`src/shared/servo_amp_pkg.sv`:
```
// constants, register map and reset codes of the servo amplifier control block
`default_nettype none
package servo_amp_pkg;
   // clock and pwm timing
   localparam int CLK_HZ = 10_000_000;
   localparam int PWM_HZ = 24_000;
   localparam int PWM_PERIOD_CYC = CLK_HZ / PWM_HZ;
   localparam int AVG_WINDOW_MS = 1000;
   localparam int AVG_WINDOW_CYC = CLK_HZ / 1000 * AVG_WINDOW_MS;
   localparam int AXES = 4;
   // apb register byte offsets
   localparam logic [7:0] OFS_CTRL = 8'h00;
   localparam logic [7:0] OFS_CMD = 8'h04;
   localparam logic [7:0] OFS_STATUS = 8'h08;
   localparam logic [7:0] OFS_HALL = 8'h0C;
   localparam logic [7:0] OFS_GAIN = 8'h10;
   localparam logic [7:0] OFS_PEAK = 8'h14;
   localparam logic [7:0] OFS_CONT = 8'h18;
   localparam logic [7:0] OFS_CMDV = 8'h1C;
   localparam logic [7:0] OFS_BW = 8'h20;
   // ctrl field positions
   localparam int CTRL_BRUSH_LSB = 0;
   localparam int CTRL_BOOST_LSB = 4;
   localparam int CTRL_PHASE60_LSB = 8;
   localparam int CTRL_OFF_ON_ERR_LSB = 12;
   localparam int CTRL_RELAY_BIT = 16;
   // cmd register bits
   localparam int CMD_DISABLE_BIT = 0;
   localparam int CMD_ENABLE_BIT = 1;
   localparam int CMD_HALL_CLR_BIT = 2;
   // reset values and codes
   localparam logic [31:0] CTRL_RST = 32'h0000_0000;
   localparam logic [7:0] PEAK_RST = 8'h7F;
   localparam logic [7:0] CONT_RST = 8'h7F;
   localparam logic [7:0] LOCKOUT_CODE = 8'h03;
   localparam logic [1:0] GAIN_MAX_CODE = 2'h2;
   // bandwidth helper: bw_hz = supply * scale / inductance, scale by boost
   localparam logic [31:0] BW_SCALE_NORM = 32'h0000_03E8;
   localparam logic [31:0] BW_SCALE_BOOST = 32'h0000_07D0;
endpackage
`default_nettype wire

```
`src/servo_amplifier_control.sv`:
```
// per-axis servo amplifier control: lockout, relay, hall, limits, chopper pwm
`default_nettype none
module servo_amplifier_control
(
   input wire logic clk, // 10 MHz system clock
   input wire logic rst, // async reset, active high
   input wire logic psel, // apb select
   input wire logic penable, // apb access phase
   input wire logic pwrite, // apb write
   input wire logic [7:0] paddr, // apb byte address
   input wire logic [31:0] pwdata, // apb write data
   output logic [31:0] prdata, // apb read data
   output logic pready, // apb ready
   output logic pslverr, // apb error on unmapped address
   input wire logic emergency_lockout_input, // lockout, high when tripped
   input wire logic [11:0] hall_in, // three halls per axis
   output logic [3:0] pwm_pos, // forward rail switch per axis
   output logic [3:0] pwm_neg, // reverse rail switch per axis
   output logic [3:0] amp_enable, // power stage enable per axis
   output logic relay_closed, // solid state relay closed
   output logic fault_handler_routine // request to run fault handler
);
   typedef enum {ST_RUN, ST_OFF, ST_LOCKED, ST_LOCK_DIS} drive_e;
   typedef struct packed {
      drive_e state;
      logic [31:0] ctrl;
      logic [7:0] gain;
      logic [31:0] peak;
      logic [31:0] cont;
      logic [31:0] cmdv;
      logic [31:0] bw_in;
      logic [31:0] bw_out;
      logic [3:0] hall_err;
      logic [3:0] over_cont;
      logic [9:0] pwm_cnt;
      logic [23:0] win_cnt;
      logic [4*32-1:0] acc;
      logic [3:0] pos;
      logic [3:0] neg;
      logic [31:0] rdata;
      logic handler;
   } state_s;
   state_s cur_r, cur_nxt;

   // magnitude of a signed 8-bit command
   function automatic logic [7:0] mag8(input logic [7:0] v);
      mag8 = v[7] ? 8'(-v) : v;
   endfunction

   // illegal hall pattern for 120 degree phasing
   function automatic logic hall_bad(input logic [2:0] h, input logic p60);
      hall_bad = !p60 && (h == 3'b000 || h == 3'b111);
   endfunction

   logic wr_en, rd_en, addr_ok, locked;
   assign wr_en = psel && penable && pwrite;
   assign rd_en = psel && penable && !pwrite;
   assign addr_ok = paddr <= servo_amp_pkg::OFS_BW && paddr[1:0] == 2'b00;
   assign locked = cur_r.state == ST_LOCKED || cur_r.state == ST_LOCK_DIS;

   // next-state logic: bus, drive sequencer, hall, limits and pwm
   always_comb
   begin
      logic [7:0] lim;
      logic [7:0] m;
      logic [3:0] off_on_err;
      logic dis_cmd, en_cmd;
      lim = 8'h00;
      m = 8'h00;
      cur_nxt = cur_r;
      off_on_err = cur_r.ctrl[servo_amp_pkg::CTRL_OFF_ON_ERR_LSB +: 4];
      dis_cmd = wr_en && paddr == servo_amp_pkg::OFS_CMD
         && pwdata[servo_amp_pkg::CMD_DISABLE_BIT];
      en_cmd = wr_en && paddr == servo_amp_pkg::OFS_CMD
         && pwdata[servo_amp_pkg::CMD_ENABLE_BIT];
      // register writes
      if (wr_en)
      begin
         case (paddr)
            servo_amp_pkg::OFS_CTRL: cur_nxt.ctrl = pwdata;
            servo_amp_pkg::OFS_GAIN:
            begin
               for (int a = 0; a < 4; a++)
                  if (pwdata[2*a +: 2] <= servo_amp_pkg::GAIN_MAX_CODE)
                     cur_nxt.gain[2*a +: 2] = pwdata[2*a +: 2];
            end
            servo_amp_pkg::OFS_PEAK: cur_nxt.peak = pwdata;
            servo_amp_pkg::OFS_CONT: cur_nxt.cont = pwdata;
            servo_amp_pkg::OFS_CMDV: cur_nxt.cmdv = pwdata;
            servo_amp_pkg::OFS_BW:
            begin
               // bandwidth helper: [15:0] supply volts, [23:16] mH, [24] boost
               cur_nxt.bw_in = pwdata;
               cur_nxt.bw_out = (pwdata[23:16] == 8'h00) ? 32'h0000_0000 :
                  32'((32'(pwdata[15:0]) * (pwdata[24] ? servo_amp_pkg::BW_SCALE_BOOST
                  : servo_amp_pkg::BW_SCALE_NORM)) / 32'(pwdata[23:16]));
            end
            default: ;
         endcase
      end
      // drive state machine
      case (cur_r.state)
         ST_RUN, ST_OFF:
         begin
            if (dis_cmd)
               cur_nxt.state = ST_OFF;
            else if (en_cmd)
               cur_nxt.state = ST_RUN;
            if (cur_r.state == ST_RUN && |(cur_r.hall_err & off_on_err))
               cur_nxt.state = ST_OFF;
         end
         ST_LOCKED:
            if (dis_cmd && !emergency_lockout_input)
               cur_nxt.state = ST_LOCK_DIS;
         ST_LOCK_DIS:
            if (en_cmd && !emergency_lockout_input)
               cur_nxt.state = ST_RUN;
         default: cur_nxt.state = ST_OFF;
      endcase
      if (emergency_lockout_input)
         cur_nxt.state = ST_LOCKED;
      // hall monitoring, sticky until cleared, set wins
      if (wr_en && paddr == servo_amp_pkg::OFS_CMD && pwdata[servo_amp_pkg::CMD_HALL_CLR_BIT])
         cur_nxt.hall_err = 4'h0;
      for (int a = 0; a < 4; a++)
      begin
         // brushed axis has no hall protection
         if (!cur_r.ctrl[servo_amp_pkg::CTRL_BRUSH_LSB + a]
            && hall_bad(hall_in[3*a +: 3], cur_r.ctrl[servo_amp_pkg::CTRL_PHASE60_LSB + a]))
            cur_nxt.hall_err[a] = 1'b1;
      end
      // handler request on lockout or hall error
      cur_nxt.handler = emergency_lockout_input || |cur_nxt.hall_err;
      cur_nxt.pwm_cnt = (cur_r.pwm_cnt == 10'(servo_amp_pkg::PWM_PERIOD_CYC - 1)) ?
         10'h000 : 10'(cur_r.pwm_cnt + 10'h001);
      if (cur_r.win_cnt == 24'(servo_amp_pkg::AVG_WINDOW_CYC - 1))
      begin
         cur_nxt.win_cnt = 24'h00_0000;
         cur_nxt.acc = '0;
         cur_nxt.over_cont = 4'h0;
      end
      else
         cur_nxt.win_cnt = 24'(cur_r.win_cnt + 24'h00_0001);
      for (int a = 0; a < 4; a++)
      begin
         m = mag8(cur_r.cmdv[8*a +: 8]);
         lim = (m > cur_r.peak[8*a +: 8]) ? cur_r.peak[8*a +: 8] : m;
         // budget of cont limit times window
         if (cur_r.over_cont[a])
            lim = (lim > cur_r.cont[8*a +: 8]) ? cur_r.cont[8*a +: 8] : lim;
         if (cur_r.win_cnt != 24'(servo_amp_pkg::AVG_WINDOW_CYC - 1))
         begin
            cur_nxt.acc[32*a +: 32] = cur_r.acc[32*a +: 32] + 32'(lim);
            if (cur_r.acc[32*a +: 32] >= 32'(cur_r.cont[8*a +: 8])
               * 32'(servo_amp_pkg::AVG_WINDOW_CYC))
               cur_nxt.over_cont[a] = 1'b1;
         end
         // chopper: one rail per direction, other held off
         // gated by the next state, so a lockout stops switching with amp_enable
         cur_nxt.pos[a] = (cur_nxt.state == ST_RUN) && !cur_r.cmdv[8*a + 7]
            && ({2'b00, cur_r.pwm_cnt} < 12'(lim) * 12'd8);
         cur_nxt.neg[a] = (cur_nxt.state == ST_RUN) && cur_r.cmdv[8*a + 7]
            && ({2'b00, cur_r.pwm_cnt} < 12'(lim) * 12'd8);
      end
      // read mux
      case (paddr)
         servo_amp_pkg::OFS_CTRL: cur_nxt.rdata = cur_r.ctrl;
         servo_amp_pkg::OFS_STATUS:
            cur_nxt.rdata = {12'h000, cur_r.over_cont, cur_r.hall_err,
               locked ? servo_amp_pkg::LOCKOUT_CODE : 8'h00, 2'b00,
               cur_r.state == ST_RUN, locked};
         servo_amp_pkg::OFS_HALL: cur_nxt.rdata = {20'h0_0000, hall_in};
         servo_amp_pkg::OFS_GAIN: cur_nxt.rdata = {24'h00_0000, cur_r.gain};
         servo_amp_pkg::OFS_PEAK: cur_nxt.rdata = cur_r.peak;
         servo_amp_pkg::OFS_CONT: cur_nxt.rdata = cur_r.cont;
         servo_amp_pkg::OFS_CMDV: cur_nxt.rdata = cur_r.cmdv;
         servo_amp_pkg::OFS_BW: cur_nxt.rdata = cur_r.bw_out;
         default: cur_nxt.rdata = 32'h0000_0000;
      endcase
   end

   // state register
   always_ff @(posedge clk or posedge rst)
   begin
      if (rst)
      begin
         cur_r <= '0;
         cur_r.state <= ST_OFF;
         cur_r.ctrl <= servo_amp_pkg::CTRL_RST;
         cur_r.peak <= {4{servo_amp_pkg::PEAK_RST}};
         cur_r.cont <= {4{servo_amp_pkg::CONT_RST}};
      end
      else
         cur_r <= cur_nxt;
   end

   // apb answers in the access cycle; read data comes from the setup-cycle capture
   assign pready = 1'b1;
   assign pslverr = psel && penable && !addr_ok;
   assign prdata = (rd_en && addr_ok) ? cur_r.rdata : 32'h0000_0000;
   assign amp_enable = {4{cur_r.state == ST_RUN}};
   assign relay_closed = !cur_r.ctrl[servo_amp_pkg::CTRL_RELAY_BIT] || cur_r.state == ST_RUN;
   assign pwm_pos = cur_r.pos;
   assign pwm_neg = cur_r.neg;
   assign fault_handler_routine = cur_r.handler;

   a_lockout_off: assert property (@(posedge clk) disable iff (rst)
      emergency_lockout_input |=> (amp_enable == 4'h0 && pwm_pos == 4'h0))
      else $error("lockout did not disable drive");
   a_one_rail: assert property (@(posedge clk) disable iff (rst) (pwm_pos & pwm_neg) == 4'h0)
      else $error("both rails driven");
   a_lock_exit: assert property (@(posedge clk) disable iff (rst)
      (cur_r.state == ST_LOCK_DIS && $past(cur_r.state) == ST_LOCKED) |-> $past(!emergency_lockout_input))
      else $error("bad lockout exit");
   a_lock_hold: assert property (@(posedge clk) disable iff (rst)
      (cur_r.state == ST_LOCKED && !wr_en) |=> locked)
      else $error("lockout dropped");
   a_relay_open: assert property (@(posedge clk) disable iff (rst)
      (cur_r.ctrl[servo_amp_pkg::CTRL_RELAY_BIT] && cur_r.state != ST_RUN) |-> !relay_closed)
      else $error("relay closed while off");
   a_hall_flag: assert property (@(posedge clk) disable iff (rst)
      (hall_in[2:0] == 3'b111 && !cur_r.ctrl[0] && !cur_r.ctrl[8]) |=> cur_r.hall_err[0])
      else $error("hall error missed");
   // hall error with off-on-error stops drive
   a_hall_stop: assert property (@(posedge clk) disable iff (rst)
      (cur_r.hall_err[0] && cur_r.ctrl[12] && cur_r.state == ST_RUN) |=> cur_r.state != ST_RUN)
      else $error("hall error did not stop drive");
   a_handler: assert property (@(posedge clk) disable iff (rst)
      emergency_lockout_input |=> fault_handler_routine)
      else $error("handler not raised");
   a_lock_leave: assert property (@(posedge clk) disable iff (rst)
      locked |=> (locked || cur_r.state == ST_RUN))
      else $error("lockout left by a wrong path");
   a_gain_legal: assert property (@(posedge clk) disable iff (rst)
      cur_r.gain[1:0] != 2'h3 && cur_r.gain[3:2] != 2'h3 && cur_r.gain[5:4] != 2'h3
      && cur_r.gain[7:6] != 2'h3)
      else $error("illegal gain code stored");
   // pwm counter stays inside one period
   a_pwm_range: assert property (@(posedge clk) disable iff (rst)
      32'(cur_r.pwm_cnt) < servo_amp_pkg::PWM_PERIOD_CYC)
      else $error("pwm counter out of range");
   // pwm counter wraps at period end
   a_pwm_wrap: assert property (@(posedge clk) disable iff (rst)
      (cur_r.pwm_cnt == 10'(servo_amp_pkg::PWM_PERIOD_CYC - 1)) |=> cur_r.pwm_cnt == 10'h000)
      else $error("pwm counter did not wrap");
   // brushed axis raises no hall error
   a_brush_hall: assert property (@(posedge clk) disable iff (rst)
      (cur_r.ctrl[servo_amp_pkg::CTRL_BRUSH_LSB + 1] && !cur_r.hall_err[1]) |=> !cur_r.hall_err[1])
      else $error("hall error on brushed axis");
   // forward pulse never outlasts the peak limit
   a_peak_clamp: assert property (@(posedge clk) disable iff (rst)
      pwm_pos[0] |-> 32'($past(cur_r.pwm_cnt)) < 32'($past(cur_r.peak[7:0])) * 32'd8)
      else $error("pulse wider than peak limit");
endmodule
`default_nettype wire

```
`config.mk`:
```
export PLATFORM = sky130hd
export DESIGN_NAME = servo_amplifier_control
export DESIGN_NICKNAME = d
export VERILOG_FILES = /design/src/shared/servo_amp_pkg.sv /design/src/servo_amplifier_control.sv
export SDC_FILE = /design/constraint.sdc
export NUM_CORES = 2
export LEC_CHECK = 0
export ABC_AREA = 1
export BUFFER_PORTS_ARGS = -buffer_cell sky130_fd_sc_hd__buf_4
export CAP_MARGIN = 20
export CELL_PAD_IN_SITES_DETAIL_PLACEMENT = 0
export CELL_PAD_IN_SITES_GLOBAL_PLACEMENT = 2
export CORE_MARGIN = 10
export CORE_UTILIZATION = 42
export CTS_BUF_LIST = sky130_fd_sc_hd__clkbuf_4
export CTS_CLUSTER_DIAMETER = 40
export DETAILED_ROUTE_END_ITERATION = 7
export PLACE_DENSITY = 0.88
export SETUP_SLACK_MARGIN = 0.4
export SLEW_MARGIN = 20
export SYNTH_ARGS = -nofsm -noshare
export SYNTH_HDL_FRONTEND = slang
export SYNTH_SLANG_ARGS = --single-unit
```
`constraint.sdc`:
```
create_clock -name clk -period 23.9 [get_ports clk]
set_clock_uncertainty 0.2 [all_clocks]
set_input_delay 1.195 -clock clk [delete_from_list [all_inputs] [get_ports clk]]
set_output_delay 1.195 -clock clk [all_outputs]
set_load 0.02 [all_outputs]
```
After elaboration in Yosys (flattened, before gate mapping)
Cells that the tools add are included.

Bits in registers: 411. Latch bits: 0. RAM bits: 0. ROM bits: 0. Bits of input ports: 58. Output and inout port bits: 48. Memories: 0.

Add/subtract/negate cells: 10. Multipliers: 5. Div/mod/pow operators: 1. Magnitude comparators: 21. Eq/ne operators: 20. Shift operators: 0. Muxes and demuxes: 49. Bitwise operators: 1. Reduce and logical (&&, ||, !) cells: 83.

Operators by type and width (count): two-way mux 32 bit (12); case mux 32 bit (8 select lines) (1); adder 32 x 8 -> 32 bit (4); >= comparator 32 bit (4); two-way mux 128 bit (1); two-way mux 8 bit (16); multiplier 8 x 17 -> 25 bit, second input constant (4); zero test 32 bit (3); case mux 32 bit (3 select lines) (1); equality test 32 x 2 -> 1 bit, second input constant (2); equality test 32 x 3 -> 1 bit, second input constant (2); > comparator 8 bit (8); < comparator 10 x 11 -> 1 bit (4); logical AND 1 bit (37); divider 32 x 8 -> 32 bit (1); equality test 32 x 1 -> 1 bit, second input constant (1); equality test 8 x 5 -> 1 bit, second input constant (4); negation 8 bit (4); multiplier 16 x 11 -> 27 bit (1); adder 24 x 1 -> 24 bit, second input constant (1); equality test 24 bit, second input constant (1); two-way mux 24 bit (1); != test 24 bit, second input constant (1); equality test 8 x 4 -> 1 bit, second input constant (2); other kinds (23) (74).

Logic depth before layout (Yosys ltp)
Word-level depth: 12. Mapped depth: 464.

Worst setup path before layout
Ideal clock, no wire load.

Path type: input to register. From: input pwdata[24]. To: register cur_r[211] (netlist name). Library setup time: 0.116 ns. Arrival: 62.208 ns. Slack: -38.624 ns. Stages: 426. Path buffers: 37. Cells stage by stage: clkbuf_1 > clkbuf_1 > nand2_1 > inv_1 > fa_1 > fa_1 > fa_1 > fa_1 > ha_1 > ha_1 > a21oi_1 > o21ai_0 > nand2_1 > nand3_1 > nand2_1 > nand3_1 > or2_2 > nand2_1 > [... 390 more ...] > inv_1 > nand4_4 > nor2_4 > nand3_1 > nor2_4 > nand2_4 > buf_6 > o21ai_1 > inv_1 > ha_1 > nand2_1 > nor2_1 > a211oi_1 > nand2_1 > nor2_1 > nand2_1 > nand2_1 > nand2_1.

Longest elaborated chain between the ends: 4.

Ends and longest elaborated chain: from (decl) (RTL line servo_amplifier_control.sv:11) `input wire logic [31:0] pwdata,`; two-way mux 11 bit (RTL line servo_amplifier_control.sv:95) `32'((32'(pwdata[15:0]) * (pwdata[24] ? servo_amp_pkg::BW_SCALE_BOOST`; multiplier 16 x 11 -> 27 bit (RTL line servo_amplifier_control.sv:95); divider 32 x 8 -> 32 bit (RTL line servo_amplifier_control.sv:96) `: servo_amp_pkg::BW_SCALE_NORM)) / 32'(pwdata[23:16]));`; two-way mux 32 bit (RTL line servo_amplifier_control.sv:94) `cur_nxt.bw_out = (pwdata[23:16] == 8'h00) ? 32'h0000_0000 :`; to (signal assigned) (RTL line servo_amplifier_control.sv:194) `cur_r <= cur_nxt;`; to (decl) (RTL line servo_amplifier_control.sv:43) `state_s cur_r, cur_nxt;`.

No other way between the ends. A chain may end at the register's enable or synchronous reset.

Final worst setup path
Same ends and word-level chain as after synthesis.

==> reports/summary.log <==
INFO  setup_path     timing.critical_path.slowest_stage_cell=fa_1
INFO  sta            final-hold-violation-count=0
INFO  setup_path     regToRegSetupSlack=14.98ns
INFO  global_routing grt.busiest_layer=met2
INFO  setup_path     regToRegEndpoint=cur_r[72]
INFO  synthesis      mux_contribution_to_synthesized_area=0.0169%
INFO  finish         fraction_of_final_layout_cells_with_drive_strength_greater_than_1=35.3%
INFO  global_routing grt.met2_usage=43.8%
INFO  synthesis      yosys_warnings=0
INFO  finish         layout-area-overhead-vs-synth=43.3%
INFO  setup_path     crit-reg2reg-launch=cur_r[275]
INFO  global_routing groute.layer.met3.usage=3.87%
INFO  die            coreArea=0.140mm^2
INFO  synthesis      ys_dominant_reg_cell=dfrtp_1
INFO  clock_network  cts_buffers=109
INFO  sta            setup_viol=16
INFO  die            initial_utilization=42.4%
INFO  setup_path     critPathCaptureType=flip-flop
INFO  clock_network  cts_tree=yes
INFO  sta            worst-slew-pin-transition=1.05ns
INFO  global_routing grt_first_pass_wirelength=333mm
INFO  synthesis      synth_simple_gate_area_share=31.7%
INFO  sta            fin_crit=50.59ns
INFO  sta            finalCritPeriodShare=212%
INFO  die            die_y=395um
INFO  synthesis      synth_adder_area_share=22.3%
INFO  clock_network  cts_clk_pin_slew_worst_paths=0.07ns
INFO  setup_path     worstSetupStartpoint=pwdata[24]
INFO  setup_path     timing.critical_path.arrival=51.25ns
INFO  synthesis      combinational_family_with_the_most_area_after_synthesis=simple AND/OR/NAND/NOR gates
INFO  die            die_area=0.156mm^2
INFO  setup_path     critPathKind=input pin to flip-flop
INFO  clock_network  clockRootBuffer=clkbuf_4
INFO  place          placed_cells=12,100
INFO  hold_path      hold_path_class=input pin to asynchronous set/reset pin
INFO  synthesis      mappedNetlistArea=0.0592mm^2
INFO  detailed_routing post-route-drc-count=0
INFO  detailed_routing drt_wl_total=213mm
INFO  synthesis      synth-seq-cells=411
INFO  global_routing grtUsageMet1=33.3%
INFO  global_routing grt_usage=25.8%
INFO  finish         finalNetCount=12,000
INFO  setup_path     timing.critical_path.slowest_cell_delay=0.55ns
INFO  outcome        violations=setup timing
INFO  sta            unrepaired_setup_endpoints_after_global_routing=true
INFO  die            ioPinCount=106
INFO  setup_path     worst_ep_required=24.56ns
INFO  synthesis      synth-xor-area-share=4.72%
INFO  global_routing gr-total-overflow=0
INFO  die            rows=137
INFO  synthesis      synth.yosys.seq_area_share=17.5%
INFO  synthesis      postSynthAreaPerCell=6.96um^2
INFO  clock_network  cts.sinks=411
INFO  synthesis      async_flop_share=100%
INFO  detailed_routing vias_per_cell=5.04
INFO  global_routing vias_in_the_first_global_route=64,600
INFO  place          detailed_place_hpwl=165mm
INFO  setup_path     worstPathMaxFanout=8
INFO  clock_network  hold_buffers=0
INFO  clock_network  clk_latency=0.97ns
INFO  finish         finish.utilization=60.7%
INFO  global_routing antenna_found_initial=13
INFO  detailed_routing route.detailed.wl_per_inst=16.5um
INFO  setup_path     rr_worst_depth=51
INFO  sta            achievable-frequency=19.8MHz
INFO  outcome        outcome=finished with violations
INFO  run            timing.max_cap.violations=0
INFO  setup_path     worstSetupEndpoint=cur_r[211]
INFO  detailed_routing vias=65,200
INFO  finish         stdcell_count=12,900
INFO  setup_path     crit_path_frequent_cell=buf_4
INFO  die            dieWidth=395um
INFO  detailed_routing detailedRoute.firstPassIterationCount=7
INFO  detailed_routing postRouteAntennaNets=0
INFO  sta            drv_slew=0
INFO  setup_path     worst_setup_path_start_kind=input pin
INFO  place          place_congestion=0.975
INFO  synthesis      synthCells=8,501
INFO  detailed_routing dr.first_iter.drc_count=3,872
INFO  synthesis      synthDistinctLibCells=84
INFO  clock_network  cts_buffer_depth=3
INFO  global_routing grt_start_max_net_pins=105
INFO  sta            worst_slack=-26.69ns
INFO  synthesis      number_of_enable_flip_flop_cells_after_synthesis=0
INFO  place          numPortBuffers=104
INFO  sta            worst_slew_margin_relative_to_its_limit=29.6%
INFO  clock_network  htree_levels=3
INFO  synthesis      synth-compound-area-share=12.6%
cell usage after synthesis, types with 18 or more instances:
cell | number | area (um^2)
o21ai_0 | 493 | 2470
nand4_1 | 175 | 1090
ha_1 | 784 | 9810
nand2_4 | 48 | 541
nor3_1 | 167 | 836
o2111ai_1 | 20 | 175
o211ai_1 | 30 | 225
nor4_1 | 28 | 175
dfrtp_1 | 354 | 8860
inv_1 | 1371 | 5150
xnor2_1 | 120 | 1050
nand3_4 | 18 | 315
nor2_4 | 52 | 586
a21oi_1 | 423 | 2120
clkinv_1 | 32 | 120
a21o_1 | 28 | 210
inv_2 | 65 | 244
o21ai_2 | 21 | 184
clkbuf_1 | 90 | 338
o22ai_1 | 42 | 263
nand2_2 | 167 | 1040
nor2_2 | 72 | 450
nand3b_1 | 35 | 263
o21a_1 | 36 | 270
dfstp_2 | 57 | 1500
or2_2 | 23 | 144
nand3_1 | 480 | 2400
o21ai_1 | 46 | 230
nand2_1 | 1756 | 6590
xor2_1 | 197 | 1730
fa_1 | 170 | 3400
nor2_1 | 705 | 2650
a221oi_1 | 23 | 201
o21bai_1 | 37 | 278
nand3_2 | 107 | 1070
routing by layer:
metal  part of all wire, %  wire (um)
met2                    47      99700
met1                    44      93700
met4                   3.7       7890
met5                 0.036         77
met3                   5.5      11800
worst max-delay path, delay by kind of cell:
kind,cells,cell delay (ns)
buf+inv,115,12.16
fa+ha+maj,31,8.74
simple gates,150,15.56
xor+xnor,5,0.90
compound gates,96,12.53
sequential cells by signal, indices dropped and copies added, names as in the netlist:
name / count
pwm_neg: 4
cur_r: 402
pwm_pos: 4
fault_handler_routine: 1
cells by family (layout without fill, tap and decap cells):
family | after synthesis | count (layout)
simple gates | 3889 | 3890
buf+inv | 1625 | 4140
compound gates | 1301 | 1301
fa+ha+maj | 954 | 954
flops | 411 | 411
xor+xnor | 318 | 318
other cells | 2 | 58
mux | 1 | 1
worst min path at each step:
stage | cells past startpoint | to | slack [ns] | start
2_1_floorplan | 2 | cur_r[385] | 0.25 | cur_r[385]
3_3_place_gp | 2 | cur_r[390] | 0.27 | cur_r[390]
3_5_place_dp | 2 | cur_r[21] | 0.27 | cur_r[399]
4_1_cts | 2 | cur_r[437] | 0.06 | rst
5_1_grt | 2 | cur_r[439] | 0.11 | rst
6_report | 2 | cur_r[439] | 0.13 | rst
layout make-up:
| type | count | area, um^2 |
|---|---|---|
| fill | 12700 | 54900 |
| sequential | 411 | 10400 |
| antenna | 7 | 17.5 |
| timing repair inverter | 1 | 8.76 |
| inverter | 1482 | 5750 |
| clock inverter | 55 | 407 |
| multi-input combinational | 6515 | 45800 |
| clock buffer | 144 | 1080 |
| timing repair buffer | 2458 | 19000 |
| tap | 1876 | 2350 |
layout by cell type, fill, tap and decap left out, drive strengths merged, types with 42 or more instances in the layout:
cell and count:
xnor2 120, o22ai 42, o21ai 561, xor2 198
ha 784, dfstp 57, nor3 172, nor2 835
a21oi 438, nand2 1974, nand4 186, buf 2457
inv 1436, dfrtp 354, nand3 605, clkbuf 145
conb 51, fa 170, clkinv 87
per-stage QoR:
stage / TNS [ns] / setup slack, ns / instance area [um^2] / hold slack [ns]
global placement: -237.47 / -27.21 / 75800 / 0.266
global route: -262.00 / -29.64 / 84800 / 0.113
finish: -228.34 / -26.69 / 84800 / 0.133
floorplan: -304.48 / -33.02 / 60500 / 0.249
CTS: -204.12 / -24.61 / 82500 / 0.0644
detailed placement: -268.17 / -29.71 / 75800 / 0.271
repair_timing:
item,4_1_cts,5_1_grt
gates cloned,5,1
buffers inserted,469,127
gates resized for setup,422,293
setup endpoints to repair,16,17
pin swaps,383,223
Power is not shown: default switching activity piles up to over one toggle a cycle in this logic, so the estimate is an artifact.
